<file path="src/rcc_defines.svh">
`ifndef RCC_DEFINES_SVH
`define RCC_DEFINES_SVH
// Register offsets
`define CTRL_OFF 12'h000
`define RATE_OFF 12'h004
`define STAT_OFF 12'h008
`define EQ_BASE 12'h020
`define DEM_BASE 12'h040
`define LANE_MASK 12'hFE3
// Field positions and masks
`define CTRL_IDLE_OVR 0
`define CTRL_PD_OVR 1
`define CTRL_IDLE_LSB 4
`define CTRL_PD_VAL 8
`define CTRL_MASK 9'h133
`define DEM_SWG_LSB 8
// Reset values
`define CTRL_RST 9'h000
`define RATE_RST 2'h2
`define EQ_RST 5'h00
`define DEM_RST 3'h0
`define SWG_RST 2'h0
// Timing
`define CLK_KHZ 20000
`define TIMEOUT_MS 25
`define STRETCH_MS 2
`define POR_MS 500
`endif

</file>
<file path="src/repeater_pkg.sv">
package repeater_pkg;
  typedef enum logic [1:0] {LVL_LO = 2'h0, LVL_HI = 2'h1, LVL_FLT = 2'h2} lvl_t;
  typedef enum logic [1:0] {RATE_3G = 2'h0, RATE_6G = 2'h1, RATE_AUTO = 2'h2} rate_t;
  // Three-level strap: above upper threshold, below lower, else floating
  function automatic lvl_t lvl(input logic up, input logic dn);
    if (up) return LVL_HI;
    if (dn) return LVL_LO;
    return LVL_FLT;
  endfunction
endpackage

</file>
<file path="src/strap_if.sv">
`timescale 1ns/1ps
interface strap_if;
  logic [3:0] eq_up;
  logic [3:0] eq_dn;
  logic [3:0] dem_up;
  logic [3:0] dem_dn;
  logic [9:0] eq_side;
  logic [5:0] dem_side;
  logic [3:0] swing_side;
  modport dec (input eq_up, eq_dn, dem_up, dem_dn, output eq_side, dem_side, swing_side);
  modport top (output eq_up, eq_dn, dem_up, dem_dn, input eq_side, dem_side, swing_side);
endinterface // strap_if

</file>
<file path="src/strap_decoder.sv">
`timescale 1ns/1ps
module strap_decoder (
  // Strap levels in, per-side settings out
  strap_if.dec s
);
  // Key is {high strap, low strap}; result is {gain_stage, boost_level}
  function automatic logic [4:0] eq_map(input repeater_pkg::lvl_t hi, input repeater_pkg::lvl_t lo);
    case ({hi, lo})
      4'hA: eq_map = 5'h00;
      4'h5: eq_map = 5'h0A;
      4'h0: eq_map = 5'h10;
      4'h8: eq_map = 5'h11;
      4'h9: eq_map = 5'h14;
      4'h1: eq_map = 5'h15;
      4'h4: eq_map = 5'h18;
      4'h2: eq_map = 5'h1A;
      4'h6: eq_map = 5'h1C;
      default: eq_map = 5'h00;
    endcase
  endfunction
  // De-emphasis level index; both floating is reserved and gives none
  function automatic logic [2:0] dem_map(input repeater_pkg::lvl_t d1, input repeater_pkg::lvl_t d0);
    case ({d1, d0})
      4'h1: dem_map = 3'h1;
      4'h4: dem_map = 3'h2;
      4'h5: dem_map = 3'h3;
      4'h2: dem_map = 3'h4;
      4'h6: dem_map = 3'h5;
      4'h8: dem_map = 3'h6;
      4'h9: dem_map = 3'h7;
      default: dem_map = 3'h0;
    endcase
  endfunction
  // Swing raised with de-emphasis: 1 = raised, 2 = raised plus extra step
  function automatic logic [1:0] swing_map(input logic [2:0] d);
    if (d == 3'h0) return 2'h0;
    if (d >= 3'h6) return 2'h2;
    return 2'h1;
  endfunction
  // ---------------------------------------------
  // Per-side decode
  // ---------------------------------------------
  always_comb begin
    for (int i = 0; i < 2; i++) begin
      s.eq_side[i*5 +: 5] = eq_map(repeater_pkg::lvl(s.eq_up[i*2+1], s.eq_dn[i*2+1]),
                                   repeater_pkg::lvl(s.eq_up[i*2], s.eq_dn[i*2]));
      s.dem_side[i*3 +: 3] = dem_map(repeater_pkg::lvl(s.dem_up[i*2+1], s.dem_dn[i*2+1]),
                                     repeater_pkg::lvl(s.dem_up[i*2], s.dem_dn[i*2]));
      s.swing_side[i*2 +: 2] = swing_map(s.dem_side[i*3 +: 3]);
    end
  end
endmodule // strap_decoder

</file>
<file path="src/smbus_monitor.sv">
`timescale 1ns/1ps
`include "rcc_defines.svh"
module smbus_monitor #(
  parameter int TIMEOUT_CYC = `TIMEOUT_MS * `CLK_KHZ,
  parameter int STRETCH_CYC = `STRETCH_MS * `CLK_KHZ,
  parameter int POR_CYC = `POR_MS * `CLK_KHZ
) (
  // Clock and reset
  input wire logic pclk,
  input wire logic presetn,
  input wire logic clk_en,
  // Synchronised bus lines and stretch request
  input wire logic scl_s,
  input wire logic sda_s,
  input wire logic stretch_req,
  // Status and clock-low drive
  output logic ready_q,
  output logic timeout_q,
  output logic scl_oe_q
);
  localparam int TW = $clog2(TIMEOUT_CYC + 1);
  localparam int SW = $clog2(STRETCH_CYC + 1);
  localparam int PW = $clog2(POR_CYC + 1);
  logic [TW-1:0] low_cnt_q;
  logic [SW-1:0] st_cnt_q;
  logic [PW-1:0] por_cnt_q;
  logic scl_p_q, sda_p_q, hold_q, msg_edge, oe_d;
  // Start or stop: data moves while clock stays high
  assign msg_edge = scl_s & scl_p_q & (sda_s ^ sda_p_q);
  assign oe_d = stretch_req & ready_q & ~timeout_q & (st_cnt_q < SW'(STRETCH_CYC));
  always_ff @(posedge pclk or negedge presetn) begin
    if (!presetn) begin
      scl_p_q <= 1'b1;
      sda_p_q <= 1'b1;
    end else if (clk_en) begin
      scl_p_q <= scl_s;
      sda_p_q <= sda_s;
    end
  end
  always_ff @(posedge pclk or negedge presetn) begin
    if (!presetn) begin
      low_cnt_q <= '0;
      hold_q <= 1'b0;
      timeout_q <= 1'b0;
    end else if (clk_en) begin
      timeout_q <= 1'b0;
      if (scl_s) begin
        low_cnt_q <= '0;
        hold_q <= 1'b0;
      end else if (!hold_q && low_cnt_q == TW'(TIMEOUT_CYC - 1)) begin
        timeout_q <= 1'b1;
        hold_q <= 1'b1;
      end else if (!hold_q) begin
        low_cnt_q <= low_cnt_q + 1'b1;
      end
    end
  end
  always_ff @(posedge pclk or negedge presetn) begin
    if (!presetn) begin
      st_cnt_q <= '0;
      scl_oe_q <= 1'b0;
    end else if (clk_en) begin
      scl_oe_q <= oe_d;
      if (msg_edge || timeout_q) st_cnt_q <= '0;
      else if (oe_d) st_cnt_q <= st_cnt_q + 1'b1;
    end
  end
  always_ff @(posedge pclk or negedge presetn) begin
    if (!presetn) begin
      por_cnt_q <= '0;
      ready_q <= 1'b0;
    end else if (clk_en && !ready_q) begin
      if (por_cnt_q == PW'(POR_CYC - 1)) ready_q <= 1'b1;
      else por_cnt_q <= por_cnt_q + 1'b1;
    end
  end
endmodule // smbus_monitor

</file>
<file path="src/repeater_config_control.sv">
`timescale 1ns/1ps
`include "rcc_defines.svh"

module repeater_config_control #(
  parameter int LANES = 4,
  parameter logic [2:0] ADDR_HIGH = 3'h5,
  parameter int TIMEOUT_CYC = `TIMEOUT_MS * `CLK_KHZ,
  parameter int STRETCH_CYC = `STRETCH_MS * `CLK_KHZ,
  parameter int POR_CYC = `POR_MS * `CLK_KHZ
) (
  // Clock and reset
  input wire logic pclk,
  input wire logic presetn,
  input wire logic clk_en,
  // APB slave
  input wire logic psel,
  input wire logic penable,
  input wire logic pwrite,
  input wire logic [11:0] paddr,
  input wire logic [31:0] pwdata,
  output logic [31:0] prdata,
  output logic pready,
  output logic pslverr,
  // Mode and control pins
  input wire logic bus_config_select,
  input wire logic power_down,
  input wire logic idle_threshold_pin_up,
  input wire logic idle_threshold_pin_dn,
  input wire logic rate_strap_up,
  input wire logic rate_strap_dn,
  // Strap pins, three-level pairs
  input wire logic [3:0] eq_strap_pins_up,
  input wire logic [3:0] eq_strap_pins_dn,
  input wire logic [3:0] deemph_strap_pins_up,
  input wire logic [3:0] deemph_strap_pins_dn,
  // Management bus lines
  input wire logic scl_i,
  input wire logic sda_i,
  output logic scl_o,
  output logic scl_oe,
  // Byte engine hooks
  input wire logic stretch_req,
  output logic [6:0] slave_addr,
  output logic smbus_ready,
  output logic smbus_timeout,
  // Applied settings
  output logic [10*LANES-1:0] eq_setting,
  output logic [6*LANES-1:0] deemph_level,
  output logic [4*LANES-1:0] output_swing,
  output logic [1:0] rate_sel,
  output logic [1:0] idle_thr,
  output logic pd_eff
);
  localparam int CH = 2 * LANES;

  // ---------------------------------------------
  // Input synchronisers
  // ---------------------------------------------
  logic [23:0] async_in, sync1_q, sync2_q;
  logic mode_s, pd_s, scl_s, sda_s, mode_q;
  repeater_pkg::lvl_t rate_lvl, idle_lvl;

  assign async_in = {sda_i, scl_i, idle_threshold_pin_up, idle_threshold_pin_dn,
                     rate_strap_up, rate_strap_dn, deemph_strap_pins_up, deemph_strap_pins_dn,
                     eq_strap_pins_up, eq_strap_pins_dn, power_down, bus_config_select};

  always_ff @(posedge pclk or negedge presetn) begin
    if (!presetn) begin
      sync1_q <= 24'h000000;
      sync2_q <= 24'h000000;
    end else if (clk_en) begin
      sync1_q <= async_in;
      sync2_q <= sync1_q;
    end
  end

  assign mode_s = sync2_q[0];
  assign pd_s = sync2_q[1];
  assign rate_lvl = repeater_pkg::lvl(sync2_q[19], sync2_q[18]);
  assign idle_lvl = repeater_pkg::lvl(sync2_q[21], sync2_q[20]);
  assign scl_s = sync2_q[22];
  assign sda_s = sync2_q[23];

  // ---------------------------------------------
  // Strap decode
  // ---------------------------------------------
  strap_if s ();

  assign s.eq_dn = sync2_q[5:2];
  assign s.eq_up = sync2_q[9:6];
  assign s.dem_dn = sync2_q[13:10];
  assign s.dem_up = sync2_q[17:14];

  strap_decoder u_dec (
    .s (s.dec)
  );

  // ---------------------------------------------
  // Bus supervision
  // ---------------------------------------------
  smbus_monitor #(
    .TIMEOUT_CYC (TIMEOUT_CYC),
    .STRETCH_CYC (STRETCH_CYC),
    .POR_CYC (POR_CYC)
  ) u_mon (
    .pclk (pclk),
    .presetn (presetn),
    .clk_en (clk_en),
    .scl_s (scl_s),
    .sda_s (sda_s),
    .stretch_req (stretch_req),
    .ready_q (smbus_ready),
    .timeout_q (smbus_timeout),
    .scl_oe_q (scl_oe)
  );

  // ---------------------------------------------
  // Slave address capture
  // ---------------------------------------------
  logic [6:0] slave_addr_q;
  logic scl_o_q;

  always_ff @(posedge pclk or negedge presetn) begin
    if (!presetn) begin
      mode_q <= 1'b0;
      slave_addr_q <= 7'h00;
      scl_o_q <= 1'b0;
    end else if (clk_en) begin
      mode_q <= mode_s;
      scl_o_q <= 1'b0;
      if (mode_s && !mode_q) begin
        slave_addr_q <= {ADDR_HIGH, sync2_q[15:14], sync2_q[7:6]};
      end
    end
  end

  assign slave_addr = slave_addr_q;
  assign scl_o = scl_o_q;

  // ---------------------------------------------
  // APB decode
  // ---------------------------------------------
  logic [8:0] ctrl_q;
  logic [1:0] rate_q;
  logic [4:0] eq_q [CH];
  logic [2:0] dem_q [CH];
  logic [1:0] swg_q [CH];
  logic [31:0] rd_d, prdata_q;
  logic map_ok, pready_q, pslverr_q, apb_acc, apb_wr;
  logic [2:0] idx;

  function automatic logic hit(input logic [11:0] a, input logic [11:0] base);
    return (a & `LANE_MASK) == base && int'(a[4:2]) < CH;
  endfunction

  assign apb_acc = psel & penable;
  assign apb_wr = apb_acc & pwrite & pready_q;
  assign idx = paddr[4:2];

  always_comb begin
    rd_d = 32'h00000000;
    map_ok = 1'b1;
    if (paddr == `CTRL_OFF) begin
      rd_d = {23'h000000, ctrl_q};
    end else if (paddr == `RATE_OFF) begin
      rd_d = {30'h00000000, rate_q};
    end else if (paddr == `STAT_OFF) begin
      rd_d = {21'h000000, rate_sel, idle_thr, pd_eff, smbus_ready, slave_addr_q[3:0], mode_s};
    end else if (hit(paddr, `EQ_BASE)) begin
      rd_d = {27'h0000000, eq_q[idx]};
    end else if (hit(paddr, `DEM_BASE)) begin
      rd_d = {22'h000000, swg_q[idx], 5'h00, dem_q[idx]};
    end else begin
      map_ok = 1'b0;
    end
  end

  always_ff @(posedge pclk or negedge presetn) begin
    if (!presetn) begin
      pready_q <= 1'b0;
      pslverr_q <= 1'b0;
      prdata_q <= 32'h00000000;
    end else if (clk_en) begin
      pready_q <= apb_acc & ~pready_q;
      pslverr_q <= apb_acc & ~pready_q & ~map_ok;
      prdata_q <= (apb_acc & ~pready_q & ~pwrite) ? rd_d : 32'h00000000;
    end
  end

  assign prdata = prdata_q;
  assign pready = pready_q;
  assign pslverr = pslverr_q;

  // ---------------------------------------------
  // Configuration registers
  // ---------------------------------------------
  always_ff @(posedge pclk or negedge presetn) begin
    if (!presetn) begin
      ctrl_q <= `CTRL_RST;
      rate_q <= `RATE_RST;
      for (int c = 0; c < CH; c++) begin
        eq_q[c] <= `EQ_RST;
        dem_q[c] <= `DEM_RST;
        swg_q[c] <= `SWG_RST;
      end
    end else if (clk_en) begin
      if (!mode_s) begin
        ctrl_q <= `CTRL_RST;
        rate_q <= `RATE_RST;
        for (int c = 0; c < CH; c++) begin
          eq_q[c] <= `EQ_RST;
          dem_q[c] <= `DEM_RST;
          swg_q[c] <= `SWG_RST;
        end
      end else if (apb_wr) begin
        // Power-down plays no part here, so contents persist through it
        if (paddr == `CTRL_OFF) ctrl_q <= pwdata[8:0] & `CTRL_MASK;
        if (paddr == `RATE_OFF) rate_q <= pwdata[1:0];
        if (hit(paddr, `EQ_BASE)) eq_q[idx] <= pwdata[4:0];
        if (hit(paddr, `DEM_BASE)) begin
          dem_q[idx] <= pwdata[2:0];
          swg_q[idx] <= pwdata[`DEM_SWG_LSB +: 2];
        end
      end
    end
  end

  // ---------------------------------------------
  // Applied settings
  // ---------------------------------------------
  logic [10*LANES-1:0] eq_setting_q;
  logic [6*LANES-1:0] deemph_q;
  logic [4*LANES-1:0] swing_q;
  logic [1:0] rate_sel_q, idle_thr_q, rate_pin;
  logic pd_eff_q;

  always_comb begin
    case (rate_lvl)
      repeater_pkg::LVL_LO: rate_pin = repeater_pkg::RATE_3G;
      repeater_pkg::LVL_HI: rate_pin = repeater_pkg::RATE_6G;
      default: rate_pin = repeater_pkg::RATE_AUTO;
    endcase
  end

  always_ff @(posedge pclk or negedge presetn) begin
    if (!presetn) begin
      eq_setting_q <= '0;
      deemph_q <= '0;
      swing_q <= '0;
      rate_sel_q <= `RATE_RST;
    end else if (clk_en) begin
      for (int c = 0; c < CH; c++) begin
        if (mode_s) begin
          eq_setting_q[c*5 +: 5] <= eq_q[c];
          deemph_q[c*3 +: 3] <= dem_q[c];
          swing_q[c*2 +: 2] <= swg_q[c];
        end else begin
          eq_setting_q[c*5 +: 5] <= s.eq_side[(c%2)*5 +: 5];
          deemph_q[c*3 +: 3] <= s.dem_side[(c%2)*3 +: 3];
          swing_q[c*2 +: 2] <= s.swing_side[(c%2)*2 +: 2];
        end
      end
      rate_sel_q <= mode_s ? rate_q : rate_pin;
    end
  end

  always_ff @(posedge pclk or negedge presetn) begin
    if (!presetn) begin
      idle_thr_q <= 2'h2;
      pd_eff_q <= 1'b0;
    end else if (clk_en) begin
      idle_thr_q <= (mode_s && ctrl_q[`CTRL_IDLE_OVR]) ? ctrl_q[`CTRL_IDLE_LSB +: 2] : idle_lvl;
      pd_eff_q <= (mode_s && ctrl_q[`CTRL_PD_OVR]) ? ctrl_q[`CTRL_PD_VAL] : pd_s;
    end
  end

  assign eq_setting = eq_setting_q;
  assign deemph_level = deemph_q;
  assign output_swing = swing_q;
  assign rate_sel = rate_sel_q;
  assign idle_thr = idle_thr_q;
  assign pd_eff = pd_eff_q;
endmodule // repeater_config_control

</file>
<file path="config.mk">
export PLATFORM = sky130hd
export DESIGN_NAME = repeater_config_control
export DESIGN_NICKNAME = d
export VERILOG_FILES = /design/src/repeater_pkg.sv /design/src/strap_if.sv /design/src/strap_decoder.sv /design/src/smbus_monitor.sv /design/src/repeater_config_control.sv
export VERILOG_INCLUDE_DIRS = /design/src
export SDC_FILE = /design/constraint.sdc
export NUM_CORES = 1
export LEC_CHECK = 0
export BUFFER_PORTS_ARGS = -buffer_cell sky130_fd_sc_hd__buf_2
export CAP_MARGIN = 5
export CORE_MARGIN = 10
export CORE_UTILIZATION = 56
export DETAILED_ROUTE_END_ITERATION = 16
export PLACE_DENSITY_LB_ADDON = 0.1
export SLEW_MARGIN = 20
export SYNTH_ARGS = -nofsm -noshare
export SYNTH_HDL_FRONTEND = slang
export SYNTH_HIERARCHICAL = 1
export SYNTH_SLANG_ARGS = --single-unit
export TNS_END_PERCENT = 5
</file>
<file path="constraint.sdc">
create_clock -name pclk -period 2.6 [get_ports pclk]
set_clock_uncertainty 0.15 [all_clocks]
set_input_delay 0.26 -clock pclk [delete_from_list [all_inputs] [get_ports pclk]]
set_output_delay 0.26 -clock pclk [all_outputs]
set_load 0.01 [all_outputs]
</file>
==> results of run 1 <==
[synth_stat cells, drive strengths merged (28+ instances only)]
cell | instances | area, um2
o221ai | 47 | 412
a21oi | 88 | 463
clkbuf | 46 | 175
xnor2 | 28 | 245
a31oi | 49 | 307
buf | 68 | 419
mux2 | 57 | 642
o21ai | 86 | 430
nor2 | 151 | 572
dfrtp | 299 | 7480
nand2 | 184 | 691
nand3 | 53 | 265
[cell type report]
cell class                      count  share of cell area (%)
Clock buffer                       45                    5.10
Multi-Input combinational cell    998                    37.2
Clock inverter                     10                   0.468
Antenna cell                        1                  0.0149
Inverter                           15                   0.335
Timing Repair Buffer              236                    9.21
Tap cell                          330                    2.45
Sequential cell                   304                    45.3
[power groups by stage]
stage | sequential [uW] | clock [uW] | combinational, uW
after global routing | 6430 | 4460 | 2980
after global placement | 6350 | 0 | 2610
after CTS | 6310 | 4250 | 2730
final | 6320 | 4180 | 2710
after floorplan | 6310 | 0 | 1630
after detailed placement | 6380 | 0 | 2670
[how the worst max path moves through the flow]
stage | from | endpoint | slack (ps) | cells past startpoint
after floorplan | u_mon/por_cnt_q[17] | u_mon/por_cnt_q[1] | 420 | 5
after global placement | paddr[2] | prdata[2] | 300 | 6
after detailed placement | paddr[2] | prdata[2] | 290 | 6
after CTS | pready | pslverr | 120 | 4
after global routing | pready | pslverr | 8 | 4
final | pready | pslverr | 80 | 4
[critical path, cell delays in order, from the launching register on]
cell                            delay (ps)
sky130_fd_sc_hd__dfrtp_1               450
sky130_fd_sc_hd__nand4b_1              260
sky130_fd_sc_hd__dlygate4sd3_1         620
sky130_fd_sc_hd__o41ai_1               360
sky130_fd_sc_hd__dlygate4sd3_1         610
[timing repair]
item,in CTS,in global routing
setup buffers,0,0
hold buffers,37,0
hold endpoints to repair,349,0
endpoints found under the setup margin,0,0
gates resized for setup,0,0
[state kept, by name, summed over array words and instances (netlist names), 2 cells and up]
signal,cells
ctrl_q,5
rate_q,2
prdata,11
slave_addr,5
eq_setting,40
output_swing,16
dem_q,24
u_mon/por_cnt_q,24
u_mon/low_cnt_q,19
eq_q,40
swg_q,16
sync2_q,24
sync1_q,24
rate_sel,2
idle_thr,2
u_mon/st_cnt_q,16
deemph_level,24
[routing by layer]
layer,vias up,share of wire [%]
li1,5398,-
met5,-,0
met1,5675,43
met3,75,7.5
met2,434,46
met4,0,3.6
[layout by cell type (no fill, tap or decap), types with 13 or more instances in the layout]
cell	count
sky130_fd_sc_hd__clkbuf_16	31
sky130_fd_sc_hd__dlygate4sd3_1	37
sky130_fd_sc_hd__nor3_1	14
sky130_fd_sc_hd__nor2b_1	17
sky130_fd_sc_hd__o21ai_0	84
sky130_fd_sc_hd__nand2_1	184
sky130_fd_sc_hd__xnor2_1	28
sky130_fd_sc_hd__mux2i_1	19
sky130_fd_sc_hd__buf_4	37
sky130_fd_sc_hd__buf_2	155
sky130_fd_sc_hd__inv_1	14
sky130_fd_sc_hd__a21oi_1	84
sky130_fd_sc_hd__nand3_1	53
sky130_fd_sc_hd__mux2_2	57
sky130_fd_sc_hd__conb_1	23
sky130_fd_sc_hd__a31oi_1	49
sky130_fd_sc_hd__and3_1	13
sky130_fd_sc_hd__nor2_1	149
sky130_fd_sc_hd__dfrtp_1	298
sky130_fd_sc_hd__mux4_2	17
sky130_fd_sc_hd__o221ai_1	47
[stage by stage]
stage / hold slack, ps / cells / setup slack, ps / area (um2)
finish: 49.3 / 1939 / 81.5 / 16800
global placement: 65.4 / 1846 / 300 / 15500
detailed placement: 64.6 / 1846 / 289 / 15500
global route: 60.6 / 1938 / 7.76 / 16800
CTS: 21.7 / 1938 / 124 / 16800
floorplan: -186 / 1431 / 416 / 14500
[cells by family after synthesis]
group | Yosys count | synth area share (%)
compound gates | 324 | 14.3
xor+xnor | 40 | 2.43
fa+ha+maj | 3 | 0.260
buf+inv | 129 | 4.51
flops | 304 | 52.8
mux | 96 | 8.97
other cells | 1 | 0.0260
simple gates | 512 | 16.7
==> flow_summary.json, run 1 <==
{
  "internal-power_uw": 9160,
  "status": "complete, no violations",
  "cts_tree": "yes",
  "final_core_util_pct": 66.6,
  "regToRegSetupSlack_ps": 80,
  "holdPathStages": 3,
  "congestion_overflow_gr": 0,
  "finalSetupViolCount": 0,
  "clkSinkCount": 304,
  "groute.layer.met2.usage_pct": 35.6,
  "asyncSetResetFlopFracSynth_pct": 100,
  "crit_path_max_fanout": 5,
  "synth_ff_type": "sky130_fd_sc_hd__dfrtp_1",
  "worstPathRequired_ps": 2930,
  "core-area_mm2": 0.0253,
  "post-route-period-util_pct": 96.9,
  "first_pass_iters": 5,
  "syn_inst": 1409,
  "drt-initial-drc-count": 1062,
  "clockPowerShare_pct": 31.6,
  "sequentialPowerShare_pct": 47.9,
  "io-pin-count": 205,
  "post-layout-total-power_uw": 13200,
  "globalplace.congestion": 0.889,
  "grt_most_used_layer": "met2",
  "die_area_mm2": 0.0326,
  "nNetsFinal": 1664,
  "p_switching_uw": 4050,
  "vdd_ir_drop_max_v": 0.000625,
  "gr-usage-met3_pct": 4.18,
  "vias": 11600,
  "drive_gt1_share_pct": 21.5,
  "die_y_um": 181,
  "syn-cell-area_mm2": 0.0144,
  "totalNegativeSetupSlack_ps": 0,
  "end_kind": "flop",
  "postSynthAreaPerCell_um2": 10.2,
  "finalWorstPathRequiredPeriod_ps": 2520,
  "regToRegEndpoint": "pslverr",
  "tightest_slew_ps": 855,
  "timing.hold.worst_endpoint": "swg_q[15]",
  "comb_power_share_pct": 20.5,
  "grt.met1_usage_pct": 31.6,
  "numPortBuffers": 157,
  "drt_wl_total_um": 38900,
  "clkSlewWorstSetupHoldPaths_ps": 60,
  "power_per_cell_area_mw_per_mm2": 785,
  "die-width_um": 181,
  "antenna_found_initial": 0,
  "dp_hpwl_um": 27800,
  "cts_made_buffers": 31,
  "hold_viol": 0,
  "timing.final.max_slew_violations": 0,
  "ys.warnings.count": 6,
  "grt_setup_unrepaired": "no",
  "post_synth_num_cell_types": 77,
  "power.switching_fraction_pct": 30.7,
  "globalRouteTotalUtil_pct": 22.9,
  "setup.worst_path.start_class": "flop",
  "arrival_ps": 2850,
  "worst_hold_startpoint": "pwdata[9]",
  "ctsRootBufferMaster": "sky130_fd_sc_hd__clkbuf_16",
  "cts_buffer_depth": 3,
  "maxClockFrequency_mhz": 397,
  "yosys_register_bits": 304,
  "worstReg2RegStart": "pready",
  "timing.setup.critical_path_class": "reg -> reg",
  "initial_core_util_pct": 57.1,
  "sequential_standard_cell_area_mm2": 0.00762,
  "cap_viol_max_count": 0,
  "multiInputGateArea_mm2": 0.00625,
  "antenna_left": 0,
  "fill_cell_instance_count_of_the_final_layout": 2005,
  "p_leak_uw": 0.00746,
  "max-slew-margin-rel_pct": 43.0,
  "post_drt_wl_per_cell_um": 20.1,
  "grt_first_pass_wirelength_um": 61600,
  "synth_sequential_area_ratio_pct": 52.8,
  "timing.hold.worst.class": "in -> reg",
  "pin_count_of_the_biggest_net_entering_global_routing": 88,
  "grt_pass1_vias": 11300,
  "synth-edff-count": 0,
  "rr_worst_depth": 4,
  "detail_route.drc_violations": 0,
  "placement_rows": 58,
  "clock_latency_ps": 550,
  "viasPerCell": 5.97,
  "area_growth_pct": 16.7,
  "cts_htree_levels": 1
}
Note: power is estimated with default switching activity, not from simulation.
==> run 2: changes to the inputs <==
- CORE_UTILIZATION: 56 -> 58
==> flow_summary.json, run 2 (synthesized netlist as in run 1, its figures left out) <==
{
  "detailed_place.area_mm2": 0.0155,
  "grt_pass1_vias": 11600,
  "crit_path_max_fanout": 6,
  "tightest_slew_ps": 952,
  "post_drt_wl_per_cell_um": 20.4,
  "timing.setup.critical_path_class": "reg -> reg",
  "die_area_mm2": 0.0316,
  "layout.cells.most_common_list": "sky130_fd_sc_hd__dfrtp_1, sky130_fd_sc_hd__nand2_1, sky130_fd_sc_hd__buf_2, sky130_fd_sc_hd__nor2_1",
  "hold_fix_buffer_count_after_cts": 38,
  "final_core_util_pct": 69.5,
  "critical-path-slowest-cell": "sky130_fd_sc_hd__or4b_1",
  "holdPathStages": 3,
  "comb_power_share_pct": 20.0,
  "p_leak_uw": 0.00752,
  "dp_hpwl_um": 27800,
  "timing.critical_path.buf_inv": 1,
  "die-width_um": 178,
  "cts_made_buffers": 31,
  "globalplace.congestion": 0.897,
  "antenna_left": 0,
  "post-layout-total-power_uw": 13700,
  "antenna_cells_inserted": 0,
  "arrival_ps": 2690,
  "viasPerCell": 6.04,
  "drt-initial-drc-count": 1079,
  "cap_viol_max_count": 0,
  "sequentialPowerShare_pct": 46.1,
  "max-slew-margin-rel_pct": 36.3,
  "internal-power_uw": 9570,
  "drive_gt1_share_pct": 21.8,
  "cts_htree_levels": 1,
  "final_common_cell": "sky130_fd_sc_hd__dfrtp_1",
  "fill_cell_instance_count_of_the_final_layout": 1950,
  "finalSetupViolCount": 0,
  "grt_setup_unrepaired": "no",
  "postLayoutSetupSlackWorst_ps": 203,
  "setup.worst_path.start_class": "flop",
  "numPortBuffers": 157,
  "grt_first_pass_wirelength_um": 63000,
  "finalWorstPathRequiredPeriod_ps": 2400,
  "place_worst_setup_slack_ps": 280,
  "post-route-period-util_pct": 92.2,
  "power.switching_fraction_pct": 30.1,
  "rr_worst_depth": 5,
  "sequential_standard_cell_area_mm2": 0.00762,
  "hold_viol": 0,
  "cp_top_family": "simple AND/OR/NAND/NOR gates",
  "pin_count_of_the_biggest_net_entering_global_routing": 146,
  "congestion_overflow_gr": 0,
  "maximum_cell_stage_delay_along_the_critical_path_ps": 520,
  "first_pass_iters": 5,
  "maxClockFrequency_mhz": 417,
  "worst-path-stages": 5,
  "clkSlewWorstSetupHoldPaths_ps": 60,
  "p_switching_uw": 4110,
  "detail_route.drc_violations": 0,
  "initial_core_util_pct": 59.2,
  "clkSinkCount": 304,
  "worstPathRequired_ps": 2890,
  "totalNegativeSetupSlack_ps": 0,
  "cts_tree": "yes",
  "crit_chain": "or4b_1 > nor4_1 > a311o_1 > buf_4 > mux2_2",
  "die_y_um": 178,
  "cts_buffer_depth": 3,
  "core-area_mm2": 0.0244,
  "finalInstanceArea_mm2": 0.0169,
  "placement_rows": 57,
  "globalRouteTotalUtil_pct": 24.8,
  "io-pin-count": 205,
  "ctsRootBufferMaster": "sky130_fd_sc_hd__clkbuf_16",
  "status": "complete, no violations",
  "end_kind": "flop",
  "regToRegSetupSlack_ps": 200,
  "antenna_found_initial": 0,
  "timing.final.max_slew_violations": 0,
  "vias": 11700,
  "nNetsFinal": 1665,
  "multiInputGateArea_mm2": 0.00625,
  "timing.hold.worst.class": "in -> reg",
  "cts.repair.resized": 0,
  "vdd_ir_drop_max_v": 0.000639,
  "drt_wl_total_um": 39500,
  "clock_latency_ps": 570,
  "clockPowerShare_pct": 33.9,
  "post_cts_buffers": 0,
  "power_per_cell_area_mw_per_mm2": 807,
  "area_growth_pct": 17.5
}
-- run 2: changes by cell type in the layout (fill, tap and decap cells not counted), moves of 2 or more --
cell / previous run / this run
sky130_fd_sc_hd__clkbuf_8: 3 / 7
sky130_fd_sc_hd__clkbuf_1: 11 / 8
sky130_fd_sc_hd__bufinv_16: 1 / 4
sky130_fd_sc_hd__clkinv_2: 8 / 6
-- run 2: final timing paths --
kind                                     startpoint                  end
worst min-delay path                      pwdata[9]             swg_q[1]
min in group asynchronous                   presetn          sync1_q[18]
max in group asynchronous                   presetn     deemph_level[18]
worst max-delay path             u_mon/por_cnt_q[7]   u_mon/por_cnt_q[1]
worst min register to register  u_mon/por_cnt_q[20]  u_mon/por_cnt_q[20]
worst max register to register   u_mon/por_cnt_q[7]   u_mon/por_cnt_q[1]
-- run 2: tightest hold or removal path: cells and delay by family --
kind / cells / cell delay, ps
and+or+nand+nor: 1 / 220
buffers and inverters: 1 / 110
AOI/OAI and AO/OA: 1 / 110
-- run 2: final cells by class --
class / instances / area share, %
inverters: 15 / 0.332
clock inverters: 12 / 0.982
multi-input cells: 998 / 36.9
flip-flops and latches: 304 / 44.9
clock buffers: 46 / 5.32
repair buffers: 237 / 9.13
well taps: 324 / 2.39
-- run 2: layer usage --
metal	share of wire (%)	GRT usage (%)	vias up
met4	2.4	7.57	0
met1	42	33.7	5777
met2	47	39.3	469
li1	-	-	5384
met3	7.9	5.14	54
met5	0	0	-
-- run 2: metrics by stage --
stage / cells / hold WS, ps
5_1_grt: 1936 / 69.8
3_3_place_gp: 1840 / 172
3_5_place_dp: 1840 / 177
2_1_floorplan: 1431 / -186
6_report: 1936 / 33.9
4_1_cts: 1936 / 22.2
-- run 2: power by group through the flow --
stage / combinational [uW] / clock (uW) / sequential, uW
floorplan: 1630 / 0 / 6310
global placement: 2600 / 0 / 6320
detailed placement: 2690 / 0 / 6360
CTS: 2750 / 4700 / 6290
global route: 3040 / 4920 / 6430
finish: 2730 / 4640 / 6310
==> run 3: changes to the inputs <==
- PLACE_DENSITY: not set -> 0.81
- PLACE_DENSITY_LB_ADDON: 0.1 -> not set
==> flow_summary.json, run 3 (synthesized netlist as in run 1, its figures left out) <==
{
  "globalplace.congestion": 0.942,
  "placement_rows": 57,
  "cts_made_buffers": 31,
  "timing.setup.critical_path_class": "in -> reg",
  "tightest_slew_ps": 948,
  "rr_worst_depth": 5,
  "critical-path-slowest-cell": "sky130_fd_sc_hd__dlygate4sd3_1",
  "vias": 11800,
  "cts_buffer_depth": 3,
  "layout.cells.most_common_list": "sky130_fd_sc_hd__dfrtp_1, sky130_fd_sc_hd__nand2_1, sky130_fd_sc_hd__buf_2, sky130_fd_sc_hd__nor2_1",
  "detail_route.drc_violations": 0,
  "ctsRootBufferMaster": "sky130_fd_sc_hd__clkbuf_16",
  "finalWorstPathRequiredPeriod_ps": 2350,
  "die-width_um": 178,
  "grt_pass1_vias": 11500,
  "detailed_place.area_mm2": 0.0155,
  "pin_count_of_the_biggest_net_entering_global_routing": 133,
  "max-slew-margin-rel_pct": 36.6,
  "vdd_ir_drop_max_v": 0.000580,
  "drt-initial-drc-count": 1483,
  "globalRouteTotalUtil_pct": 24.3,
  "numPortBuffers": 157,
  "end_kind": "flop",
  "first_pass_iters": 6,
  "crit_path_max_fanout": 47,
  "post_drt_wl_per_cell_um": 20.4,
  "critical-path-top-cell-by-count": "sky130_fd_sc_hd__and3_1",
  "viasPerCell": 6.15,
  "grt_setup_unrepaired": "no",
  "die_area_mm2": 0.0316,
  "finalSetupViolCount": 0,
  "nNetsFinal": 1656,
  "cp_top_family": "buffers and inverters",
  "drive_gt1_share_pct": 21.5,
  "cts_tree": "yes",
  "cts_htree_levels": 1,
  "cts.repair.resized": 0,
  "finalInstanceArea_mm2": 0.0169,
  "crit_chain": "dlygate4sd3_1 > buf_6 > and3_1 > and3_1 > a21oi_4 > buf_4 > o221ai_1",
  "final_common_cell": "sky130_fd_sc_hd__dfrtp_1",
  "clock_latency_ps": 560,
  "maximum_cell_stage_delay_along_the_critical_path_ps": 550,
  "initial_core_util_pct": 59.2,
  "totalNegativeSetupSlack_ps": 0,
  "antenna_left": 0,
  "die_y_um": 178,
  "timing.hold.worst.class": "in -> reg",
  "timing.final.max_slew_violations": 0,
  "drt_wl_total_um": 39300,
  "core-area_mm2": 0.0244,
  "dp.cells": 1834,
  "congestion_overflow_gr": 0,
  "hold_viol": 0,
  "power_per_cell_area_mw_per_mm2": 804,
  "worstPathRequired_ps": 2860,
  "finish.cell_count_without_fillers": 1926,
  "cap_viol_max_count": 0,
  "setup.worst_path.start_class": "input pin",
  "area_growth_pct": 17.0,
  "dp_hpwl_um": 27800,
  "whs_ps": 39.0,
  "timing.critical_path.buf_inv": 3,
  "worst-path-stages": 7,
  "p_leak_uw": 0.00747,
  "holdPathStages": 3,
  "arrival_ps": 2610,
  "io-pin-count": 205,
  "status": "complete, no violations",
  "clkSinkCount": 304,
  "clkSlewWorstSetupHoldPaths_ps": 60,
  "antenna_found_initial": 2,
  "post-layout-total-power_uw": 13600,
  "maxClockFrequency_mhz": 426,
  "post-route-period-util_pct": 90.2,
  "grt_first_pass_wirelength_um": 62000
}
run 3: cell count changes in the layout (fill, tap and decap cells not counted), sizes merged:
cell         delta
bufinv          -1
clkinvlp        +1
buf             -6
dlygate4sd3     -3
diode           +1
clkbuf          -2
run 3: where the power goes:
| group | switching [uW] | internal, uW | total [uW] |
|---|---|---|---|
| Sequential | 739 | 5590 | 6330 |
| Clock | 1830 | 2650 | 4480 |
| Combinational | 1570 | 1190 | 2760 |
| Total | 4140 | 9430 | 13600 |
run 3: stage by stage:
| stage | utilization, % | setup slack [ps] |
|---|---|---|
| floorplan | - | 416 |
| global placement | 63.5 | 294 |
| detailed placement | 63.5 | 230 |
| CTS | 69.2 | 275 |
| global route | 69.2 | 153 |
| finish | 69.2 | 254 |
run 3: layer usage:
layer	GRT usage, %	vias to the layer above	part of all wire (%)
met5	0	-	0
met4	8.54	0	3.6
li1	-	5358	-
met2	38.9	600	47
met1	32.4	5787	40
met3	4.80	100	9.6
run 3: what timing repair did:
action / 4_1_cts / 5_1_grt
setup buffers: 0 / 0
hold endpoints to repair: 174 / 0
hold buffers: 35 / 0
run 3: final timing paths:
kind,start,end,slack (ps)
min in group asynchronous,presetn,sync1_q[4],100
worst min-delay path,pwdata[9],swg_q[11],40
worst max register to register,u_mon/por_cnt_q[17],u_mon/por_cnt_q[1],270
max in group asynchronous,presetn,idle_thr[1],1430
worst min register to register,u_mon/por_cnt_q[23],u_mon/por_cnt_q[23],330
worst max-delay path,clk_en,dem_q[13],250
run 3: area by class of cell:
cell class              count  area [um2]
clock buffers              44         885
multi-input cells         998        6250
clock inverters            12         144
flip-flops and latches    304        7620
repair buffers            228        1510
diodes                      1        2.50
fillers                  1830        7520
well taps                 324         405
inverters                  15        56.3
run 3: tightest hold or removal path: cells and delay by family:
family          cells  cell delay, ps
compound gates      1             110
buf+inv             1             110
simple gates        1             220
